### src/design/rtc_tcdst_pkg.sv
package rtc_tcdst_pkg;

	// Register map
	localparam logic [7:0] ADDR_TRIM_OFFSET = 8'h0B;
	localparam logic [7:0] ADDR_CURVE_COEFF = 8'h0C;
	localparam logic [7:0] ADDR_SLOPE_CTRL  = 8'h0D;
	localparam logic [7:0] ADDR_FWD_MONTH   = 8'h15;
	localparam logic [7:0] ADDR_FWD_WEEKDAY = 8'h16;
	localparam logic [7:0] ADDR_FWD_DATE    = 8'h17;
	localparam logic [7:0] ADDR_FWD_HOUR    = 8'h18;
	localparam logic [7:0] ADDR_REV_MONTH   = 8'h19;
	localparam logic [7:0] ADDR_REV_WEEKDAY = 8'h1A;
	localparam logic [7:0] ADDR_REV_DATE    = 8'h1B;
	localparam logic [7:0] ADDR_REV_HOUR    = 8'h1C;
	localparam logic [7:0] ADDR_PTR_FIRST   = 8'h00;
	localparam logic [7:0] ADDR_PTR_LAST    = 8'h2F;

	// Default serial slave address
	localparam logic [6:0] DEV_ADDR_DEFAULT = 7'h6F;

	// Compensation control fields
	localparam int TSE_BIT      = 7;
	localparam int BATT_MODE_HI = 6;
	localparam int BATT_MODE_LO = 5;
	localparam int SLOPE_TRIM_W = 5;

	// Daylight-saving fields
	localparam int DAYLIGHT_SAVING_ENABLE_BIT    = 7;
	localparam int MONTH_HI    = 4;
	localparam int WD_SEL_BIT  = 6;
	localparam int WEEK_HI     = 5;
	localparam int WEEK_LO     = 3;
	localparam int DAY_HI      = 2;
	localparam int DAY_LO      = 0;
	localparam logic [2:0] WEEK_LAST = 3'h7;
	localparam logic [6:0] DAYS_PER_WEEK = 7'h07;

	// Reset values
	localparam logic [7:0] BYTE_ZERO = 8'h00;
	localparam logic [1:0] BATT_MODE_RESET = 2'h0;

	// Timing
	localparam int CLK_HZ        = 10_000_000;
	localparam int CORR_PERIOD_S = 60;
	localparam int CORR_PERIOD_CYCLES = CORR_PERIOD_S * CLK_HZ;

endpackage

### src/design/rtc_tempcomp_dst_control.sv
// Functional notes
// Five low trim bits of compensation control load at power-up; writes never change them.
// Bit 7 enables sensing; with main supply, correct frequency every sixty seconds.
// Bits 6 and 5 choose compensation behaviour while running on battery.
// Host should read-modify-write control, keeping the five trim bits unchanged.
// Each control write with sense enable set starts a compensation cycle.
// Trim offset and curvature coefficient registers are read-only; writes ignored.
// Time advances at forward setting, goes back at reverse setting, every year.
// Forward month register holds enable bit plus BCD month.
// Week/day registers hold week, weekday, and select bit replacing date matching.
// Hour and month settings are plain BCD; hour has no 24-hour flag.
// Week value seven means last matching weekday of the month.
// Forward-done flag sets on forward change; clears on reverse, reset, or disable.
// Daylight-saving enable is the top bit of the forward month register.
// One-byte word address follows slave byte; pointer increments per data byte.
`timescale 1ns/1ps
`default_nettype none

module rtc_tempcomp_dst_control
	import rtc_tcdst_pkg::*;
#(
	parameter logic [6:0] DEV_ADDR           = DEV_ADDR_DEFAULT,
	parameter int         CORR_PERIOD        = CORR_PERIOD_CYCLES,
	parameter int         TEMP_W             = 10,
	parameter int         ANALOG_TRIM_W      = 6,
	parameter int         DIGITAL_TRIM_W     = 3
) (
	input  wire logic                      clk,
	input  wire logic                      rst_b,
	input  wire logic                      scl_in,
	input  wire logic                      sda_in,
	output logic                           sda_out,
	output logic                           sda_oe,
	input  wire logic [7:0]                fuse_trim_offset,
	input  wire logic [7:0]                fuse_curve_coeff,
	input  wire logic [SLOPE_TRIM_W-1:0]   fuse_slope_trim,
	input  wire logic                      vdd_present,
	input  wire logic                      on_battery,
	input  wire logic [TEMP_W-1:0]         temp_code,
	input  wire logic [ANALOG_TRIM_W-1:0]  corr_analog,
	input  wire logic [DIGITAL_TRIM_W-1:0] corr_digital,
	input  wire logic                      hour_tick,
	input  wire logic [7:0]                cal_month,
	input  wire logic [7:0]                cal_date,
	input  wire logic [7:0]                cal_hour,
	input  wire logic [2:0]                cal_weekday,
	input  wire logic [7:0]                cal_month_len,
	output logic                           comp_cycle_start,
	output logic [1:0]                     comp_batt_mode,
	output logic [ANALOG_TRIM_W-1:0]       analog_freq_trim,
	output logic [DIGITAL_TRIM_W-1:0]      digital_freq_trim,
	output logic                           dst_advance,
	output logic                           dst_retard,
	output logic                           daylight_forward_done
);

	logic [1:0]                rst_sync;
	logic                      rst_n;
	logic                      fuse_loaded_reg;
	logic [7:0]                trim_offset_reg;
	logic [7:0]                curve_coeff_reg;
	logic [SLOPE_TRIM_W-1:0]   slope_trim_reg;
	logic                      temp_sense_enable_reg;
	logic [1:0]                batt_mode_reg;
	logic [7:0]                fwd_month_reg;
	logic [7:0]                fwd_weekday_reg;
	logic [7:0]                fwd_date_reg;
	logic [7:0]                fwd_hour_reg;
	logic [7:0]                rev_month_reg;
	logic [7:0]                rev_weekday_reg;
	logic [7:0]                rev_date_reg;
	logic [7:0]                rev_hour_reg;
	logic [29:0]               period_cnt_reg;
	logic                      period_due;
	logic                      write_start;
	logic                      comp_start_next;
	logic                      temp_valid_reg;
	logic [TEMP_W-1:0]         last_temp_reg;
	logic                      daylight_saving_enable;
	logic                      fwd_hit;
	logic                      rev_hit;
	logic [7:0]                ptr;
	logic                      wr_en;
	logic [7:0]                wr_data;
	logic [7:0]                rd_data;
	logic                      ser_sda_oe;
	logic                      periodic_allowed;

	// Read decode for every mapped register
	function automatic logic [7:0] reg_read(input logic [7:0] a);
		unique case (a)
			ADDR_TRIM_OFFSET: reg_read = trim_offset_reg;
			ADDR_CURVE_COEFF: reg_read = curve_coeff_reg;
			ADDR_SLOPE_CTRL:  reg_read = {temp_sense_enable_reg, batt_mode_reg, slope_trim_reg};
			ADDR_FWD_MONTH:   reg_read = fwd_month_reg;
			ADDR_FWD_WEEKDAY: reg_read = fwd_weekday_reg;
			ADDR_FWD_DATE:    reg_read = fwd_date_reg;
			ADDR_FWD_HOUR:    reg_read = fwd_hour_reg;
			ADDR_REV_MONTH:   reg_read = rev_month_reg;
			ADDR_REV_WEEKDAY: reg_read = rev_weekday_reg;
			ADDR_REV_DATE:    reg_read = rev_date_reg;
			ADDR_REV_HOUR:    reg_read = rev_hour_reg;
			default:          reg_read = BYTE_ZERO;
		endcase
	endfunction

	// Reset release through two flops
	always_ff @(posedge clk or negedge rst_b) begin
		if (!rst_b) begin
			rst_sync <= 2'h0;
		end else begin
			rst_sync <= {rst_sync[0], 1'b1};
		end
	end
	assign rst_n = rst_sync[1];

	// Serial register access
	reg_serial_slave #(
		.DEV_ADDR (DEV_ADDR)
	) u_slave (
		.clk     (clk),
		.rst_n   (rst_n),
		.scl_in  (scl_in),
		.sda_in  (sda_in),
		.sda_oe  (ser_sda_oe),
		.ptr     (ptr),
		.rd_data (rd_data),
		.wr_en   (wr_en),
		.wr_data (wr_data)
	);
	assign rd_data = reg_read(ptr);

	// Open-drain data pin: only ever pulls low
	always_ff @(posedge clk or negedge rst_n) begin
		if (!rst_n) begin
			sda_out <= 1'b0;
			sda_oe  <= 1'b0;
		end else begin
			sda_out <= 1'b0;
			sda_oe  <= ser_sda_oe;
		end
	end

	// Factory values captured once after reset release
	always_ff @(posedge clk or negedge rst_n) begin
		if (!rst_n) begin
			fuse_loaded_reg <= 1'b0;
			trim_offset_reg <= BYTE_ZERO;
			curve_coeff_reg <= BYTE_ZERO;
			slope_trim_reg  <= '0;
		end else if (!fuse_loaded_reg) begin
			fuse_loaded_reg <= 1'b1;
			trim_offset_reg <= fuse_trim_offset;
			curve_coeff_reg <= fuse_curve_coeff;
			slope_trim_reg  <= fuse_slope_trim;
		end
	end

	// Compensation control bits; trim bits and read-only registers ignore writes
	always_ff @(posedge clk or negedge rst_n) begin
		if (!rst_n) begin
			temp_sense_enable_reg <= 1'b0;
			batt_mode_reg         <= BATT_MODE_RESET;
		end else if (wr_en && ptr == ADDR_SLOPE_CTRL) begin
			temp_sense_enable_reg <= wr_data[TSE_BIT];
			batt_mode_reg         <= wr_data[BATT_MODE_HI:BATT_MODE_LO];
		end
	end

	// Daylight-saving settings
	always_ff @(posedge clk or negedge rst_n) begin
		if (!rst_n) begin
			fwd_month_reg   <= BYTE_ZERO;
			fwd_weekday_reg <= BYTE_ZERO;
			fwd_date_reg    <= BYTE_ZERO;
			fwd_hour_reg    <= BYTE_ZERO;
			rev_month_reg   <= BYTE_ZERO;
			rev_weekday_reg <= BYTE_ZERO;
			rev_date_reg    <= BYTE_ZERO;
			rev_hour_reg    <= BYTE_ZERO;
		end else if (wr_en) begin
			unique case (ptr)
				ADDR_FWD_MONTH:   fwd_month_reg   <= wr_data;
				ADDR_FWD_WEEKDAY: fwd_weekday_reg <= wr_data;
				ADDR_FWD_DATE:    fwd_date_reg    <= wr_data;
				ADDR_FWD_HOUR:    fwd_hour_reg    <= wr_data;
				ADDR_REV_MONTH:   rev_month_reg   <= wr_data;
				ADDR_REV_WEEKDAY: rev_weekday_reg <= wr_data;
				ADDR_REV_DATE:    rev_date_reg    <= wr_data;
				ADDR_REV_HOUR:    rev_hour_reg    <= wr_data;
				default: ;
			endcase
		end
	end

	// Periodic correction runs on main supply, or on battery if a mode is chosen
	assign periodic_allowed = temp_sense_enable_reg &&
		(vdd_present || (on_battery && batt_mode_reg != BATT_MODE_RESET));

	// Sixty-second interval counter
	always_ff @(posedge clk or negedge rst_n) begin
		if (!rst_n) begin
			period_cnt_reg <= '0;
		end else if (!periodic_allowed || period_due) begin
			period_cnt_reg <= '0;
		end else begin
			period_cnt_reg <= 30'(period_cnt_reg + 30'h1);
		end
	end
	assign period_due = periodic_allowed && (period_cnt_reg == 30'(CORR_PERIOD - 1));

	// A control write with sensing enabled also starts a cycle
	assign write_start     = wr_en && (ptr == ADDR_SLOPE_CTRL) && wr_data[TSE_BIT];
	assign comp_start_next = write_start || period_due;

	// Start pulse and battery mode out
	always_ff @(posedge clk or negedge rst_n) begin
		if (!rst_n) begin
			comp_cycle_start <= 1'b0;
			comp_batt_mode   <= BATT_MODE_RESET;
		end else begin
			comp_cycle_start <= comp_start_next;
			comp_batt_mode   <= batt_mode_reg;
		end
	end

	// New correction only when the temperature moved since the last conversion
	always_ff @(posedge clk or negedge rst_n) begin
		if (!rst_n) begin
			temp_valid_reg    <= 1'b0;
			last_temp_reg     <= '0;
			analog_freq_trim  <= '0;
			digital_freq_trim <= '0;
		end else if (comp_start_next && (!temp_valid_reg || temp_code != last_temp_reg)) begin
			temp_valid_reg    <= 1'b1;
			last_temp_reg     <= temp_code;
			analog_freq_trim  <= corr_analog;
			digital_freq_trim <= corr_digital;
		end
	end

	// Enable bit sits at the top of the forward month register
	assign daylight_saving_enable = fwd_month_reg[DAYLIGHT_SAVING_ENABLE_BIT];

	// Forward and reverse date/time matchers
	dst_matcher u_fwd_match (
		.cfg_month     (fwd_month_reg),
		.cfg_weekday   (fwd_weekday_reg),
		.cfg_date      (fwd_date_reg),
		.cfg_hour      (fwd_hour_reg),
		.cal_month     (cal_month),
		.cal_date      (cal_date),
		.cal_hour      (cal_hour),
		.cal_weekday   (cal_weekday),
		.cal_month_len (cal_month_len),
		.hit           (fwd_hit)
	);

	dst_matcher u_rev_match (
		.cfg_month     (rev_month_reg),
		.cfg_weekday   (rev_weekday_reg),
		.cfg_date      (rev_date_reg),
		.cfg_hour      (rev_hour_reg),
		.cal_month     (cal_month),
		.cal_date      (cal_date),
		.cal_hour      (cal_hour),
		.cal_weekday   (cal_weekday),
		.cal_month_len (cal_month_len),
		.hit           (rev_hit)
	);

	// Yearly adjust pulses; the flag stops a repeated hour from re-firing
	always_ff @(posedge clk or negedge rst_n) begin
		if (!rst_n) begin
			dst_advance <= 1'b0;
			dst_retard  <= 1'b0;
		end else begin
			dst_advance <= hour_tick && daylight_saving_enable && fwd_hit &&
				!daylight_forward_done;
			dst_retard  <= hour_tick && daylight_saving_enable && rev_hit &&
				daylight_forward_done;
		end
	end

	// Forward-done status
	always_ff @(posedge clk or negedge rst_n) begin
		if (!rst_n) begin
			daylight_forward_done <= 1'b0;
		end else if (!daylight_saving_enable || dst_retard) begin
			daylight_forward_done <= 1'b0;
		end else if (dst_advance) begin
			daylight_forward_done <= 1'b1;
		end
	end

endmodule // rtc_tempcomp_dst_control

`default_nettype wire

### src/design/dst_matcher.sv
`timescale 1ns/1ps
`default_nettype none

module dst_matcher
	import rtc_tcdst_pkg::*;
(
	input  wire logic [7:0] cfg_month,
	input  wire logic [7:0] cfg_weekday,
	input  wire logic [7:0] cfg_date,
	input  wire logic [7:0] cfg_hour,
	input  wire logic [7:0] cal_month,
	input  wire logic [7:0] cal_date,
	input  wire logic [7:0] cal_hour,
	input  wire logic [2:0] cal_weekday,
	input  wire logic [7:0] cal_month_len,
	output logic            hit
);

	// Two-digit BCD to binary
	function automatic logic [6:0] bcd2bin(input logic [7:0] b);
		logic [6:0] tens;
		logic [6:0] ones;
		tens = {3'h0, b[7:4]};
		ones = {3'h0, b[3:0]};
		bcd2bin = 7'((tens << 3) + (tens << 1) + ones);
	endfunction

	logic [6:0] date_bin;
	logic [6:0] len_bin;
	logic [2:0] week_of_month;
	logic       in_last_week;
	logic       month_ok;
	logic       hour_ok;
	logic       day_ok;

	// Week of month and last-week detection
	assign date_bin      = bcd2bin(cal_date);
	assign len_bin       = bcd2bin(cal_month_len);
	assign week_of_month = 3'(((date_bin - 7'h01) / DAYS_PER_WEEK) + 7'h01);
	assign in_last_week  = (7'(date_bin + DAYS_PER_WEEK) > len_bin);

	// Month ignores the enable bit; hour is plain 24-hour BCD
	assign month_ok = ({3'h0, cfg_month[MONTH_HI:0]} == cal_month);
	assign hour_ok  = (cfg_hour == cal_hour);

	// Week/day matching replaces date matching when selected
	always_comb begin
		if (cfg_weekday[WD_SEL_BIT]) begin
			day_ok = (cfg_weekday[DAY_HI:DAY_LO] == cal_weekday) &&
				((cfg_weekday[WEEK_HI:WEEK_LO] == WEEK_LAST) ? in_last_week
				: (cfg_weekday[WEEK_HI:WEEK_LO] == week_of_month));
		end else begin
			day_ok = (cfg_date == cal_date);
		end
	end

	assign hit = month_ok && hour_ok && day_ok;

endmodule // dst_matcher

`default_nettype wire

### src/design/reg_serial_slave.sv
`timescale 1ns/1ps
`default_nettype none

module reg_serial_slave
	import rtc_tcdst_pkg::*;
#(
	parameter logic [6:0] DEV_ADDR = DEV_ADDR_DEFAULT
) (
	input  wire logic       clk,
	input  wire logic       rst_n,
	input  wire logic       scl_in,
	input  wire logic       sda_in,
	output logic            sda_oe,
	output logic [7:0]      ptr,
	input  wire logic [7:0] rd_data,
	output logic            wr_en,
	output logic [7:0]      wr_data
);

	typedef enum {ST_IDLE, ST_DEV, ST_DEV_ACK, ST_WORD, ST_WORD_ACK,
		ST_WR, ST_WR_ACK, ST_RD, ST_RD_ACK} ser_state_t;

	// Pointer advance with rollover
	function automatic logic [7:0] ptr_step(input logic [7:0] p);
		ptr_step = (p == ADDR_PTR_LAST) ? ADDR_PTR_FIRST : 8'(p + 8'h01);
	endfunction

	ser_state_t state_reg;
	logic [1:0] scl_sync;
	logic [1:0] sda_sync;
	logic       scl_prev;
	logic       sda_prev;
	logic [7:0] shift_reg;
	logic [3:0] bit_cnt;
	logic       rw_reg;
	logic       nack_reg;
	logic       scl_rise;
	logic       scl_fall;
	logic       start_cond;
	logic       stop_cond;

	// Two-stage synchronisers, then edge history
	always_ff @(posedge clk or negedge rst_n) begin
		if (!rst_n) begin
			scl_sync <= 2'h3;
			sda_sync <= 2'h3;
			scl_prev <= 1'b1;
			sda_prev <= 1'b1;
		end else begin
			scl_sync <= {scl_sync[0], scl_in};
			sda_sync <= {sda_sync[0], sda_in};
			scl_prev <= scl_sync[1];
			sda_prev <= sda_sync[1];
		end
	end

	assign scl_rise   = scl_sync[1] && !scl_prev;
	assign scl_fall   = !scl_sync[1] && scl_prev;
	assign start_cond = scl_sync[1] && scl_prev && sda_prev && !sda_sync[1];
	assign stop_cond  = scl_sync[1] && scl_prev && !sda_prev && sda_sync[1];

	// Byte framing, acknowledge and pointer handling
	always_ff @(posedge clk or negedge rst_n) begin
		if (!rst_n) begin
			state_reg <= ST_IDLE;
			shift_reg <= BYTE_ZERO;
			bit_cnt   <= 4'h0;
			rw_reg    <= 1'b0;
			nack_reg  <= 1'b0;
			sda_oe    <= 1'b0;
			ptr       <= ADDR_PTR_FIRST;
			wr_en     <= 1'b0;
			wr_data   <= BYTE_ZERO;
		end else begin
			wr_en <= 1'b0;
			if (start_cond) begin
				state_reg <= ST_DEV;
				bit_cnt   <= 4'h0;
				sda_oe    <= 1'b0;
			end else if (stop_cond) begin
				state_reg <= ST_IDLE;
				sda_oe    <= 1'b0;
			end else if (scl_rise) begin
				if (state_reg == ST_DEV || state_reg == ST_WORD || state_reg == ST_WR) begin
					shift_reg <= {shift_reg[6:0], sda_sync[1]};
					bit_cnt   <= 4'(bit_cnt + 4'h1);
				end else if (state_reg == ST_RD) begin
					bit_cnt <= 4'(bit_cnt + 4'h1);
				end else if (state_reg == ST_RD_ACK) begin
					nack_reg <= sda_sync[1];
				end
			end else if (scl_fall) begin
				unique case (state_reg)
					ST_IDLE: begin
						sda_oe <= 1'b0;
					end
					ST_DEV: if (bit_cnt == 4'h8) begin
						bit_cnt <= 4'h0;
						if (shift_reg[7:1] == DEV_ADDR) begin
							rw_reg    <= shift_reg[0];
							sda_oe    <= 1'b1;
							state_reg <= ST_DEV_ACK;
						end else begin
							state_reg <= ST_IDLE;
						end
					end
					ST_DEV_ACK: begin
						if (rw_reg) begin
							shift_reg <= {rd_data[6:0], 1'b0};
							sda_oe    <= !rd_data[7];
							state_reg <= ST_RD;
						end else begin
							sda_oe    <= 1'b0;
							state_reg <= ST_WORD;
						end
					end
					ST_WORD: if (bit_cnt == 4'h8) begin
						bit_cnt   <= 4'h0;
						ptr       <= shift_reg;
						sda_oe    <= 1'b1;
						state_reg <= ST_WORD_ACK;
					end
					ST_WORD_ACK: begin
						sda_oe    <= 1'b0;
						state_reg <= ST_WR;
					end
					ST_WR: if (bit_cnt == 4'h8) begin
						bit_cnt   <= 4'h0;
						wr_en     <= 1'b1;
						wr_data   <= shift_reg;
						sda_oe    <= 1'b1;
						state_reg <= ST_WR_ACK;
					end
					ST_WR_ACK: begin
						sda_oe    <= 1'b0;
						ptr       <= ptr_step(ptr);
						state_reg <= ST_WR;
					end
					ST_RD: begin
						if (bit_cnt == 4'h8) begin
							bit_cnt   <= 4'h0;
							sda_oe    <= 1'b0;
							ptr       <= ptr_step(ptr);
							state_reg <= ST_RD_ACK;
						end else begin
							sda_oe    <= !shift_reg[7];
							shift_reg <= {shift_reg[6:0], 1'b0};
						end
					end
					ST_RD_ACK: begin
						if (!nack_reg) begin
							shift_reg <= {rd_data[6:0], 1'b0};
							sda_oe    <= !rd_data[7];
							state_reg <= ST_RD;
						end else begin
							state_reg <= ST_IDLE;
						end
					end
				endcase
			end
		end
	end

endmodule // reg_serial_slave

`default_nettype wire

### config.mk
export PLATFORM = sky130hd
export DESIGN_NAME = rtc_tempcomp_dst_control
export DESIGN_NICKNAME = d
export VERILOG_FILES = /design/src/design/rtc_tcdst_pkg.sv /design/src/design/rtc_tempcomp_dst_control.sv /design/src/design/dst_matcher.sv /design/src/design/reg_serial_slave.sv
export SDC_FILE = /design/constraint.sdc
export NUM_CORES = 1
export LEC_CHECK = 0
export BUFFER_PORTS_ARGS = -buffer_cell sky130_fd_sc_hd__buf_4
export CAP_MARGIN = 5
export CORE_UTILIZATION = 35
export CTS_BUF_LIST = sky130_fd_sc_hd__clkbuf_16
export DETAILED_ROUTE_END_ITERATION = 7
export SLEW_MARGIN = 20
export SYNTH_ARGS = -nofsm -noshare
export SYNTH_HDL_FRONTEND = slang
export SYNTH_SLANG_ARGS = --single-unit
### constraint.sdc
create_clock -name clk -period 10.72 [get_ports clk]
set_clock_uncertainty 0.05 [all_clocks]
set_input_delay 1.608 -clock clk [delete_from_list [all_inputs] [get_ports clk]]
set_output_delay 1.608 -clock clk [all_outputs]
set_load 0.02 [all_outputs]
==> impl_metrics.py <==
metrics = {
    "clocking": {
        "cts_buffer_depth": 2,
        "cts.htree.levels": 4,
        "insertion_delay_ns": 0.44,
        "root_buffer": "clkbuf_16",
        "cts_tree": "done",
        "post_cts_buffers": 0,
        "cts_num_sinks": 190,
        "hold_buffers": 0,
        "clk_pin_slew_worst_paths_ns": 0.07,
        "cts-resized-gates": 0,
        "cts-buffers-inserted": 17,
    },
    "logic_synthesis": {
        "ys_seq_elements": 190,
        "synth_cells": 1024,
        "async_flop_share": 1.000,
        "synth_ff_type": "dfrtp_1",
        "synth_area_per_cell_um2": 10.50,
        "yosys.cell_types.count": 80,
        "syn_area_mm2": 0.01075,
        "synth-edff-count": 0,
        "ys_seq_area_frac": 0.4429,
        "synth_warnings": 0,
    },
    "global_route": {
        "grt_pass1_vias": 8159,
        "antenna_found_initial": 1,
        "grt_first_pass_wirelength_um": 44460,
        "grt_max_degree": 81,
        "track_usage": 0.1814,
        "grt_overflow": 0,
    },
    "finish": {
        "design_area_mm2": 0.01247,
        "syn2layout_area_growth_pct": 15.97,
        "antennaDiodeCount": 0,
        "largest_register_ffs": 30,
        "fin_cells": 1505,
        "layout-drive-gt1-share": 0.2430,
        "nNetsFinal": 1220,
        "layout_common_cells": "183 x dfrtp_1, 108 x mux2_2, 99 x buf_4, 82 x nor2_1, 73 x nand2_1",
        "fin_util": 0.4163,
        "final_common_cell": "dfrtp_1",
    },
    "timing": {
        "tns_ns": 0,
        "setup_viol": 0,
        "hold_viol_final": 0,
        "maxSlewViolCount": 0,
        "max_freq_mhz": 137.5,
        "tightestPinTransition_ns": 0.8310,
        "finalCritPeriodShare": 0.6785,
        "slew_headroom": 0.4460,
        "rsz0062_at_grt": "no",
        "fin_crit_ns": 7.274,
    },
    "drt": {
        "num_vias": 8207,
        "drc": 0,
        "wl_per_cell_um": 18.14,
        "viasPerCell": 5.453,
        "first_iter_violations": 483,
        "finalWirelength_um": 27300,
        "ant_nets": 0,
        "first_pass_iters": 5,
    },
    "power": {
        "comb_power_share": 0.207,
        "swShare": 0.2943,
        "ir_worst_vdd_v": 0.0001092,
        "power.density_mw_per_mm2": 146.3,
        "pwr-share-seq": 0.423,
        "internal-power_uw": 1287,
        "fin_total_pwr_uw": 1824,
        "clockPowerShare": 0.370,
        "switchingPower_uw": 536.7,
        "p_leak_uw": 0.005396,
    },
    "floorplan": {
        "die_h_um": 177.3,
        "dieWidth_um": 177.3,
        "io_pins": 99,
        "initial_utilization": 0.3590,
        "dieArea_mm2": 0.03143,
        "core-area_mm2": 0.02995,
        "row_count": 63,
    },
    "setup_path": {
        "reg2reg_setup_slack_ns": 7.34,
        "cp.required_ns": 11.04,
        "r2r_start": "u_slave.ptr[6]",
        "critical_path_arrival_ns": 7.60,
        "cp-end-kind": "flip-flop",
        "r2r_cells": 6,
        "path_class": "input pin to flip-flop",
        "cp-start-kind": "input pin",
        "cp_max_fo": 7,
        "timing.rr.end": "analog_freq_trim[0]",
    },
    "place": {
        "dp.cells": 1472,
        "io_buffers": 97,
        "hpwl_um": 20140,
        "place_area_mm2": 0.01180,
        "gp_congestion": 0.9129,
    },
    "status": {
        "status": "complete, no violations",
    },
    "run": {
        "maxCapViolCount": 0,
    },
    "worst_hold_path": {
        "hold_class": "flip-flop to async pin",
    },
}
## cell type report
cell class	instances	area, µm²
clock inverter	15	198.9
fill	2906	17480
sequential	190	4766
inverter	31	116.4
tap	390	488.0
multi-input combinational	761	5693
clock buffer	17	425.4
timing repair buffer	101	782.0
## cell usage after synthesis (3+ instances only)
master / number / area share
o21a_1: 7 / 0.0049
xor2_1: 32 / 0.026
ha_1: 32 / 0.037
inv_1: 30 / 0.010
nor2b_1: 7 / 0.0041
nand2b_1: 4 / 0.0023
a211oi_1: 5 / 0.0035
a31oi_1: 11 / 0.0064
mux2_2: 108 / 0.11
nor3b_1: 8 / 0.0056
xnor2_1: 69 / 0.056
a221oi_1: 14 / 0.011
buf_6: 3 / 0.0031
or2_2: 3 / 0.0017
nand3b_1: 5 / 0.0035
and2_1: 10 / 0.0058
a21o_1: 4 / 0.0028
a21oi_1: 46 / 0.021
nand2_1: 73 / 0.025
buf_4: 3 / 0.0021
nor3_1: 18 / 0.0084
buf_2: 4 / 0.0019
nor4_1: 7 / 0.0041
a222oi_1: 8 / 0.0074
dfrtp_1: 184 / 0.43
o41ai_1: 3 / 0.0024
a22o_1: 15 / 0.012
mux2i_1: 7 / 0.0065
nand4_1: 19 / 0.011
a22oi_1: 7 / 0.0049
and3_1: 18 / 0.010
and4_1: 6 / 0.0049
o2111ai_1: 3 / 0.0024
fa_1: 4 / 0.0074
o21ai_0: 39 / 0.018
a311oi_1: 4 / 0.0033
nor2_1: 82 / 0.029
clkbuf_1: 31 / 0.011
o31ai_1: 3 / 0.0021
nand3_1: 23 / 0.011
dfstp_2: 6 / 0.015
nor4b_1: 4 / 0.0033
## worst max-delay path, cell delays in order
cell	delay, ns
buf_4	0.10
inv_1	0.05
fa_1	0.53
inv_1	0.07
fa_1	0.51
a211oi_2	0.28
o21ba_2	0.24
or2_1	0.28
mux2i_1	0.13
a211oi_2	0.53
nor2_1	0.25
a211oi_1	0.28
a21o_1	0.13
ha_1	0.22
nand2_1	0.07
nor2_1	0.06
nor2_1	0.11
o211ai_1	0.10
o31a_1	0.14
a21oi_2	0.22
nor2_2	0.10
ha_1	0.20
nor3_1	0.38
nor2_1	0.19
a21oi_1	0.17
nor4bb_1	0.34
o2111ai_1	0.16
a21oi_1	0.14
## routing by layer
| metal | track usage | routed length (µm) |
|---|---|---|
| met1 | 0.2491 | 12570 |
| met2 | 0.2803 | 12350 |
| met3 | 0.03887 | 1730 |
| met4 | 0.06517 | 646 |
| met5 | 0 | 0 |
## kinds of logic (layout without fill, tap and decap cells)
group / after synthesis / in the layout / synth area share
xor+xnor: 101 / 101 / 0.08227
mux: 115 / 115 / 0.1196
fa+ha+maj: 37 / 37 / 0.04561
buf+inv: 74 / 164 / 0.02944
simple gates: 309 / 309 / 0.1498
other cells: 2 / 3 / 0.0006984
flops: 190 / 190 / 0.4429
compound gates: 196 / 196 / 0.1297
## power by group through the flow
stage,sequential (µW),clock [µW],combinational (µW)
3_3_place_gp,785,0,365
6_report,772,674,378
4_1_cts,772,688,379
5_1_grt,777,718,422
3_5_place_dp,786,0,377
2_1_floorplan,784,0,279
## how the worst max path moves through the flow
stage	end	cells past startpoint	slack, ns	startpoint
after floorplan	dst_advance	26	3.92	cal_date[3]
after global placement	dst_advance	28	3.31	cal_date[3]
after detailed placement	dst_advance	28	3.08	cal_date[3]
after CTS	dst_advance	28	3.50	cal_date[3]
after global routing	dst_advance	27	2.87	cal_date[3]
final	dst_advance	28	3.45	cal_date[3]
## metrics by stage
step / setup WS (ns) / hold WS [ns]
after floorplan: 3.923 / 0.2812
after global placement: 3.310 / 0.2170
after detailed placement: 3.080 / 0.2169
after CTS: 3.498 / 0.2263
after global routing: 2.870 / 0.2578
final: 3.446 / 0.2067
(Power assumes the default switching activity.)
